[config.mk]
export PLATFORM = sky130hd
export DESIGN_NAME = csim_top
export DESIGN_NICKNAME = d
export VERILOG_FILES = /design/src/logic/csim_pkg.sv /design/src/logic/csim_edge.sv /design/src/logic/csim_top.sv
export VERILOG_INCLUDE_DIRS = /design/src /design/src/logic
export SDC_FILE = /design/constraint.sdc
export NUM_CORES = 1
export LEC_CHECK = 0
export BUFFER_PORTS_ARGS = -buffer_cell sky130_fd_sc_hd__buf_4
export CORE_MARGIN = 2
export CORE_UTILIZATION = 51
export CTS_BUF_LIST = sky130_fd_sc_hd__clkbuf_2 sky130_fd_sc_hd__clkbuf_4 sky130_fd_sc_hd__clkbuf_8
export DETAILED_ROUTE_END_ITERATION = 12
export GPL_ROUTABILITY_DRIVEN = 0
export PLACE_DENSITY = 0.83
export SYNTH_ARGS = -nofsm -noshare
export SYNTH_HDL_FRONTEND = slang
export SYNTH_SLANG_ARGS = --single-unit
[constraint.sdc]
create_clock -name i_clk -period 2.2 [get_ports i_clk]
set_input_delay 0.11 -clock i_clk [delete_from_list [all_inputs] [get_ports i_clk]]
set_output_delay 0.11 -clock i_clk [all_outputs]
set_load 0.02 [all_outputs]
[src/logic/csim_cfg.svh]
// Offsets, field positions and reset values of the card socket interrupt block
`ifndef CSIM_CFG_SVH
`define CSIM_CFG_SVH

`define CSIM_LEG_FLAGS_OFS     8'h04
`define CSIM_LEG_MASK_OFS      8'h05
`define CSIM_LEG_GCTL_OFS      8'h1E
`define CSIM_CFG_CARD_CTL_OFS  8'h91
`define CSIM_CFG_DEV_CTL_OFS   8'h92
`define CSIM_SOCK_EVENT_OFS    8'h00
`define CSIM_SOCK_MASK_OFS     8'h04

`define CSIM_GCTL_W1C_BIT      2
`define CSIM_FUNC_FLAG_BIT     0
`define CSIM_SCHEME_LSB        1
`define CSIM_SCHEME_MSB        2
`define CSIM_SCHEME_PAR_ISA    2'h1

`define CSIM_EV_STS_BIT        0
`define CSIM_EV_BATTERY_DETECT_TWO_BIT       1
`define CSIM_EV_READY_BIT      2
`define CSIM_EV_PWR_BIT        3
`define CSIM_EV_CD1_BIT        1
`define CSIM_EV_CD2_BIT        2

`define CSIM_FLAGS_RST         4'h0
`define CSIM_MASK_RST          4'h0
`define CSIM_GCTL_RST          8'h00
`define CSIM_DEVCTL_RST        8'h00

`endif

[src/logic/csim_pkg.sv]
// Types shared by the card socket interrupt block
package csim_pkg;

    typedef enum logic [1:0] {
        CSIM_CARD_NONE  = 2'h0,
        CSIM_CARD_MEM16 = 2'h1,
        CSIM_CARD_IO16  = 2'h2,
        CSIM_CARD_CB    = 2'h3
    } csim_card_t;

    typedef enum logic [1:0] {
        CSIM_SP_LEGACY = 2'h0,
        CSIM_SP_CONFIG = 2'h1,
        CSIM_SP_SOCKET = 2'h2,
        CSIM_SP_NONE   = 2'h3
    } csim_space_t;

    typedef struct packed {
        logic        wr;
        logic        rd;
        csim_space_t space;
        logic [7:0]  addr;
        logic [31:0] wdata;
    } csim_req_t;

    typedef struct packed {
        logic battery_detect_one;
        logic battery_detect_two;
        logic card_ready;
        logic card_status_change_line;
        logic io_card_interrupt_request;
        logic cb_status_change_line;
        logic cb_card_interrupt;
        logic card_detect_one;
        logic card_detect_two;
        logic cb_card_detect_one;
        logic cb_card_detect_two;
    } csim_pins_t;

endpackage

[src/logic/csim_edge.sv]
// Rise and change detector for a group of card socket levels
`timescale 1ns/10ps
module csim_edge #(
    parameter int W = 9
) (
    input  wire logic         i_clk,
    input  wire logic         i_sys_rst,
    input  wire logic [W-1:0] i_level,
    output logic      [W-1:0] o_rise,
    output logic      [W-1:0] o_change
);
    import csim_pkg::*;

    logic [W-1:0] prev_q;
    logic [W-1:0] prev_d;
    logic         primed_q;
    logic         primed_d;

    always_comb
    begin
        prev_d   = i_level;
        primed_d = 1'b1;
    end

    always_ff @(posedge i_clk)
    begin
        if (i_sys_rst)
        begin
            prev_q   <= '0;
            primed_q <= 1'b0;
        end
        else
        begin
            prev_q   <= prev_d;
            primed_q <= primed_d;
        end
    end

    // No events until a first sample is held, so reset release is not a transition
    assign o_rise   = primed_q ? (i_level & ~prev_q) : '0;
    assign o_change = primed_q ? (i_level ^ prev_q) : '0;

endmodule // csim_edge

[src/logic/csim_top.sv]
// Card socket interrupt masks, flags and routing to the multifunction pins
//
// Contract
// - Memory card battery-detect transitions set legacy flags 1 and 0, masked by bits 1:0
// - Memory card ready transitions set legacy flag 2, masked by bit 2
// - I/O card status-change assertion sets legacy flag 0, masked by bit 0
// - I/O card interrupt request passes unmasked, reported at config 91h bit 0
// - CardBus card interrupt passes unmasked, reported at config 91h bit 0
// - CardBus status-change assertion sets socket event bit 0, masked by bit 0
// - Any card-detect transition sets socket event bits 2 and 1, masked likewise
// - Power-up completion sets flag bit 3, legacy or socket by card type
// - Functional interrupts only from I/O and CardBus cards, never memory cards
// - Insertion and removal are detected whatever card type is present
// - Every source has a flag; all but functional ones have a mask
// - Status-change and functional interrupts may go to different outputs
// - Legacy flags clear on read or write-one, chosen by global control bit 2
// - Socket event bits clear only on a written one; zero leaves them
// - Parallel IRQ pins are driven only once device control selects that scheme
// - With parallel PCI interrupts, function interrupts go out on pin zero
`timescale 1ns/10ps
`include "csim_cfg.svh"
module csim_top #(
    parameter int PIN_COUNT = 7
) (
    input  wire logic                  i_clk,
    input  wire logic                  i_sys_rst,
    input  wire csim_pkg::csim_req_t   i_req,
    input  wire csim_pkg::csim_card_t  i_card_type,
    input  wire csim_pkg::csim_pins_t  i_pins,
    input  wire logic                  i_power_cycle_done,
    input  wire logic [2:0]            i_func_pin_select,
    output logic [31:0]                o_rd_data,
    output logic                       o_rd_valid,
    output logic [PIN_COUNT-1:0]       o_multifunction_pins,
    output logic [PIN_COUNT-1:0]       o_multifunction_pins_oe
);
    import csim_pkg::*;

    localparam int NLEV = $bits(csim_pins_t);

    function automatic logic hit(input csim_req_t r, input csim_space_t sp,
                                 input logic [7:0] ofs);
        hit = (r.space == sp) && (r.addr == ofs);
    endfunction

    // Level inputs and their transitions
    logic [NLEV-1:0] lev;
    logic [NLEV-1:0] rise;
    logic [NLEV-1:0] change;
    csim_pins_t      rise_s;
    csim_pins_t      chg_s;

    assign lev    = i_pins;
    assign rise_s = rise;
    assign chg_s  = change;

    csim_edge #(
        .W        (NLEV)
    ) u_edge (
        .i_clk    (i_clk),
        .i_sys_rst(i_sys_rst),
        .i_level  (lev),
        .o_rise   (rise),
        .o_change (change)
    );

    // Register state
    logic [3:0]  leg_flags_q;
    logic [3:0]  leg_flags_d;
    logic [3:0]  leg_mask_q;
    logic [3:0]  leg_mask_d;
    logic [7:0]  gctl_q;
    logic [7:0]  gctl_d;
    logic [7:0]  devctl_q;
    logic [7:0]  devctl_d;
    logic [3:0]  sock_ev_q;
    logic [3:0]  sock_ev_d;
    logic [3:0]  sock_mask_q;
    logic [3:0]  sock_mask_d;
    logic [31:0] rd_data_q;
    logic [31:0] rd_data_d;
    logic        rd_valid_q;
    logic        rd_valid_d;
    logic [PIN_COUNT-1:0] mf_q;
    logic [PIN_COUNT-1:0] mf_d;
    logic [PIN_COUNT-1:0] mf_oe_q;
    logic [PIN_COUNT-1:0] mf_oe_d;

    // Event sources
    logic       is_mem;
    logic       is_io;
    logic       is_cb;
    logic [3:0] leg_set;
    logic [3:0] sock_set;
    logic       func_req;

    always_comb
    begin
        is_mem   = (i_card_type == CSIM_CARD_MEM16);
        is_io    = (i_card_type == CSIM_CARD_IO16);
        is_cb    = (i_card_type == CSIM_CARD_CB);
        leg_set  = 4'h0;
        sock_set = 4'h0;
        if (is_mem)
        begin
            leg_set[`CSIM_EV_STS_BIT]   = chg_s.battery_detect_one;
            leg_set[`CSIM_EV_BATTERY_DETECT_TWO_BIT]  = chg_s.battery_detect_two;
            leg_set[`CSIM_EV_READY_BIT] = chg_s.card_ready;
        end
        if (is_io)
        begin
            leg_set[`CSIM_EV_STS_BIT] = rise_s.card_status_change_line;
        end
        if (is_cb)
        begin
            sock_set[`CSIM_EV_STS_BIT] = rise_s.cb_status_change_line;
        end
        // Power-up completion is internal, so it goes to the set of the card present
        leg_set[`CSIM_EV_PWR_BIT]  = i_power_cycle_done & (is_mem | is_io);
        sock_set[`CSIM_EV_PWR_BIT] = i_power_cycle_done & is_cb;
        // Detect lines are watched with no card-type gate: the type is unknown mid-insert
        sock_set[`CSIM_EV_CD1_BIT] = chg_s.card_detect_one | chg_s.cb_card_detect_one;
        sock_set[`CSIM_EV_CD2_BIT] = chg_s.card_detect_two | chg_s.cb_card_detect_two;
        // Functional requests are levels with no mask; memory cards never raise one
        func_req = (is_io & i_pins.io_card_interrupt_request)
                 | (is_cb & i_pins.cb_card_interrupt);
    end

    // Register writes, flag clears and read data
    logic        wr_leg_flags;
    logic        rd_leg_flags;
    logic        w1c_mode;
    logic [3:0]  leg_clr;
    logic [3:0]  sock_clr;

    always_comb
    begin
        wr_leg_flags = i_req.wr & hit(i_req, CSIM_SP_LEGACY, `CSIM_LEG_FLAGS_OFS);
        rd_leg_flags = i_req.rd & hit(i_req, CSIM_SP_LEGACY, `CSIM_LEG_FLAGS_OFS);
        w1c_mode     = gctl_q[`CSIM_GCTL_W1C_BIT];
        leg_clr      = 4'h0;
        if (w1c_mode && wr_leg_flags)
        begin
            leg_clr = i_req.wdata[3:0];
        end
        else if (!w1c_mode && rd_leg_flags)
        begin
            leg_clr = 4'hF;
        end
        sock_clr = 4'h0;
        if (i_req.wr && hit(i_req, CSIM_SP_SOCKET, `CSIM_SOCK_EVENT_OFS))
        begin
            sock_clr = i_req.wdata[3:0];
        end

        // A new event in the clearing cycle survives the clear
        leg_flags_d = (leg_flags_q & ~leg_clr) | leg_set;
        sock_ev_d   = (sock_ev_q & ~sock_clr) | sock_set;

        leg_mask_d  = leg_mask_q;
        gctl_d      = gctl_q;
        devctl_d    = devctl_q;
        sock_mask_d = sock_mask_q;
        // Both register sets stay independent; mixed use is left to software
        if (i_req.wr)
        begin
            if (hit(i_req, CSIM_SP_LEGACY, `CSIM_LEG_MASK_OFS))
            begin
                leg_mask_d = i_req.wdata[3:0];
            end
            if (hit(i_req, CSIM_SP_LEGACY, `CSIM_LEG_GCTL_OFS))
            begin
                gctl_d = i_req.wdata[7:0];
            end
            if (hit(i_req, CSIM_SP_CONFIG, `CSIM_CFG_DEV_CTL_OFS))
            begin
                devctl_d = i_req.wdata[7:0];
            end
            if (hit(i_req, CSIM_SP_SOCKET, `CSIM_SOCK_MASK_OFS))
            begin
                sock_mask_d = i_req.wdata[3:0];
            end
        end
    end

    // Read port, apart from the flag logic so the returned value is the pre-clear one
    always_comb
    begin
        // Unmapped addresses read as zero
        rd_data_d  = 32'h0000_0000;
        rd_valid_d = i_req.rd;
        if (i_req.rd)
        begin
            if (rd_leg_flags)
            begin
                rd_data_d[3:0] = leg_flags_q;
            end
            else if (hit(i_req, CSIM_SP_LEGACY, `CSIM_LEG_MASK_OFS))
            begin
                rd_data_d[3:0] = leg_mask_q;
            end
            else if (hit(i_req, CSIM_SP_LEGACY, `CSIM_LEG_GCTL_OFS))
            begin
                rd_data_d[7:0] = gctl_q;
            end
            else if (hit(i_req, CSIM_SP_CONFIG, `CSIM_CFG_CARD_CTL_OFS))
            begin
                rd_data_d[`CSIM_FUNC_FLAG_BIT] = func_req;
            end
            else if (hit(i_req, CSIM_SP_CONFIG, `CSIM_CFG_DEV_CTL_OFS))
            begin
                rd_data_d[7:0] = devctl_q;
            end
            else if (hit(i_req, CSIM_SP_SOCKET, `CSIM_SOCK_EVENT_OFS))
            begin
                rd_data_d[3:0] = sock_ev_q;
            end
            else if (hit(i_req, CSIM_SP_SOCKET, `CSIM_SOCK_MASK_OFS))
            begin
                rd_data_d[3:0] = sock_mask_q;
            end
        end
    end

    // Interrupt routing
    logic       csc_irq;
    logic       par_isa;
    logic [2:0] func_pin;

    always_comb
    begin
        csc_irq = |(leg_flags_q & leg_mask_q) | |(sock_ev_q & sock_mask_q);
        par_isa = (devctl_q[`CSIM_SCHEME_MSB:`CSIM_SCHEME_LSB] == `CSIM_SCHEME_PAR_ISA);
        // A select out of range falls back to pin zero rather than a missing pin
        func_pin = (i_func_pin_select < 3'(PIN_COUNT)) ? i_func_pin_select : 3'h0;
        mf_d    = '0;
        mf_oe_d = '0;
        mf_d[0]    = csc_irq;
        // Pin zero is driven in every scheme: status change always needs INTA
        mf_oe_d[0] = 1'b1;
        if (par_isa)
        begin
            mf_oe_d[func_pin] = 1'b1;
            mf_d[func_pin]    = mf_d[func_pin] | func_req;
        end
        else
        begin
            mf_d[0] = csc_irq | func_req;
        end
    end

    always_ff @(posedge i_clk)
    begin
        if (i_sys_rst)
        begin
            leg_flags_q <= `CSIM_FLAGS_RST;
            leg_mask_q  <= `CSIM_MASK_RST;
            gctl_q      <= `CSIM_GCTL_RST;
            devctl_q    <= `CSIM_DEVCTL_RST;
            sock_ev_q   <= `CSIM_FLAGS_RST;
            sock_mask_q <= `CSIM_MASK_RST;
        end
        else
        begin
            leg_flags_q <= leg_flags_d;
            leg_mask_q  <= leg_mask_d;
            gctl_q      <= gctl_d;
            devctl_q    <= devctl_d;
            sock_ev_q   <= sock_ev_d;
            sock_mask_q <= sock_mask_d;
        end
    end

    always_ff @(posedge i_clk)
    begin
        if (i_sys_rst)
        begin
            rd_data_q  <= 32'h0000_0000;
            rd_valid_q <= 1'b0;
        end
        else
        begin
            rd_data_q  <= rd_data_d;
            rd_valid_q <= rd_valid_d;
        end
    end

    // Pin drive stays off through reset, so the host sees no request from a half-reset block
    always_ff @(posedge i_clk)
    begin
        if (i_sys_rst)
        begin
            mf_q    <= '0;
            mf_oe_q <= '0;
        end
        else
        begin
            mf_q    <= mf_d;
            mf_oe_q <= mf_oe_d;
        end
    end

    assign o_rd_data               = rd_data_q;
    assign o_rd_valid              = rd_valid_q;
    assign o_multifunction_pins    = mf_q;
    assign o_multifunction_pins_oe = mf_oe_q;

endmodule // csim_top

==> impl_metrics.csv <==
group,metric,value,unit
routing,first_pass_iters,5,
synthesis,synth_edf_count,0,
synthesis,netlist_top_cells_area,"dfxtp_1, buf_4, a21oi_1, nand2_1, mux2i_1",
clock_tree,cts-root-buf,"clkbuf_8",
floorplan,start_util,0.5256,
clock_tree,clockBufferDepth,2,
pwr,p_sw_frac,0.2390,
synthesis,synthDistinctLibCells,51,
pwr,power.total,0.002436,W
sta,hold_slack,33.52,ps
routing,drtIter0Drc,325,
worst_setup_path,slowest_stage,"or4_4",
sta,skew,10.15,ps
placed_design,dpl_cell_area,3349,µm²
synthesis,synth_area,2894,µm²
pwr,pwr-share-clk,0.401,
cells_and_area,antenna_cells,0,
worst_setup_path,cp-start-kind,"input port",
cells_and_area,drive_gt1_frac,0.2274,
grt,grt_overflow,0,
sta,report.final.slew_viol_count,0,
floorplan,io_pins,110,
worst_setup_path,crit_path_end_kind,"flop",
pwr,p_leak,1.540,nW
grt,track_usage,0.2240,
clock_tree,post-cts-setup-buffers,0,
cells_and_area,fillCellCount,437,
worst_setup_path,cp_data_arrival_time,1980,ps
cells_and_area,synthToLayoutAreaGrowth,26.37,%
synthesis,ys.flop_type,"dfxtp_1",
grt,first_global_vias,2356,
worst_setup_path,critPathMaxStageDelay,570,ps
clock_tree,cts_buffers,9,
sta,period_share,0.8053,
grt,antenna_found_initial,0,
placed_design,dpl.hpwl,4748,µm
clock_tree,cts_hold_repair.buffers,11,
synthesis,synth_top_area_frac,0.4496,
routing,wl_per_cell,14.21,µm
routing,drc,0,
synthesis,synth_common_cells,"dfxtp_1, nand2_1, a21oi_1",
synthesis,syn_avg_cell_area,8.796,µm²
synthesis,synth-seq-cells,65,
synthesis,ys_async_sr_fraction,0,
clock_tree,path_clk_slew,70,ps
worst_setup_path,crit_fanout,8,
worst_setup_path,setup.worst_path.class,"input port to flop",
placed_design,port_buffers,61,
min_path,hp-class,"input port to flop",
worst_setup_path,cp.required,2410,ps
floorplan,die_h,79.33,µm
sta,setup-tns-final,0,ps
grt,grt_pass1_wl,10760,µm
routing,antenna_left,0,
cells_and_area,nets,472,
synthesis,synth_top_cell_by_area,"dfxtp_1",
flow_run,cap_violations,0,
pwr,cell_internal_pwr,0.001854,W
pwr,p_comb_frac,0.102,
outcome,outcome,"complete, no violations",
sta,finalSetupViolCount,0,
clock_tree,cts_tree,"built",
pwr,ir_worst_vdd,0.4889,mV
grt,grt_max_degree,48,
sta,finalCriticalPeriod,1772,ps
routing,via_count,2631,
worst_setup_path,crit_path_cell_trace,"buf_4, or4_4, or3_4, or3_1, o21ai_0, a21oi_1",
clock_tree,htreeDepth,3,
routing,wl,6833,µm
synthesis,yosysMostFrequentCell,"dfxtp_1",
sta,finalHoldViolations,0,
clock_tree,clk-insertion-delay-late,340,ps
sta,fmax,564.4,MHz
synthesis,synthCells,329,
synthesis,ys_seq_area_frac,0.4496,
routing,post_drt_via_cell_ratio,5.470,
clock_tree,cts_resized,0,
pwr,seqPwrFrac,0.497,
synthesis,yosysWarnings,0,
floorplan,design.core.area,5507,µm²
clock_tree,clock_sinks,65,
pwr,p_switching,0.0005823,W
sta,rsz0062_at_grt,"false",
pwr,power_density,666.2,nW/µm²
floorplan,die_area,6293,µm²
cells_and_area,final_cell_area,3657,µm²
floorplan,die-width,79.33,µm
floorplan,rows,27,
==> state kept, by name, summed over array words and instances, names as in the netlist <==
name                     cells
leg_flags_q                  4
leg_mask_q                   4
o_multifunction_pins         7
o_rd_data                    8
devctl_q                     8
u_edge.prev_q                9
sock_mask_q                  4
u_edge.primed_q              1
sock_ev_q                    4
o_rd_valid                   1
o_multifunction_pins_oe      7
gctl_q                       8
==> worst max-delay path, delay by kind of cell <==
family                 cells  cell delay, ps
and+or+nand+nor            3            1410
AOI/OAI and AO/OA          2             340
buffers and inverters      1             120
==> worst paths after layout <==
check                           cells past startpoint  slack, ps                startpoint                                     to
worst max-delay path                                6        430                 i_req[35]              leg_flags_q[2]$_SDFF_PP0_
worst min-delay path                                3         30                  i_req[7]               devctl_q[7]$_SDFFE_PP0P_
worst max register to register                      4        480  devctl_q[1]$_SDFFE_PP0P_  o_multifunction_pins_oe[2]$_SDFF_PP0_
worst min register to register                      2        460    gctl_q[3]$_SDFFE_PP0P_                 gctl_q[3]$_SDFFE_PP0P_
==> kinds of logic after synthesis <==
family,after synthesis,synth area share
AOI/OAI and AO/OA,67,0.1401
xor gates and xnor gates,7,0.02119
DFF,65,0.4496
adders and majority gates,3,0.01297
and+or+nand+nor,127,0.2352
buffers and inverters,46,0.09381
muxes,13,0.04583
other,1,0.001296
==> power by group through the flow <==
stage          sequential (W)  combinational (W)  clock [W]
4_1_cts               0.00121           0.000242   0.000988
5_1_grt               0.00121           0.000267    0.00105
2_1_floorplan         0.00124           0.000157          0
6_report              0.00121           0.000248   0.000977
3_3_place_gp          0.00124           0.000223          0
3_5_place_dp          0.00124           0.000226          0
==> placed cells by master, fill, tap and decap left out, drive strengths merged, types with 2 or more instances in the layout <==
cell and instances:
buf 68, dfxtp 65, nand2 34, a21oi 27
conb 24, nor2 23, nand3 20, nor2b 17
o21ai 15, dlygate4sd3 12, mux2i 11, clkbuf 11
a22oi 10, inv 9, xor2 7, nor3 6
a31oi 5, or3 5, nand2b 4, ha 3
and3 2, nand3b 2, mux2 2, a222oi 2
or3b 2
==> per-layer routing <==
layer,track usage,part of all wire
met1,0.2785,0.42
met2,0.3669,0.49
met3,0.06250,0.076
met4,0.08966,0.016
met5,0,0
==> area by class of cell <==
type,count,area [µm²],area share
Timing Repair Buffer,80,630.6,0.1724
Clock buffer,11,145.1,0.03969
Clock inverter,3,42.54,0.01163
Tap cell,72,90.09,0.02463
Sequential cell,65,1301,0.3558
Multi-Input combinational cell,241,1414,0.3866
Inverter,9,33.78,0.009237
==> stage by stage <==
stage / instances / setup slack, ps / util
final: 481 / 428.3 / 0.6642
after global routing: 481 / 347.5 / 0.6642
after CTS: 480 / 459.0 / 0.6623
after detailed placement: 455 / 110.0 / 0.6083
after global placement: 455 / 127.3 / 0.6083
after floorplan: 352 / 329.6 / -
Note: power is estimated with default switching activity, not from simulation.
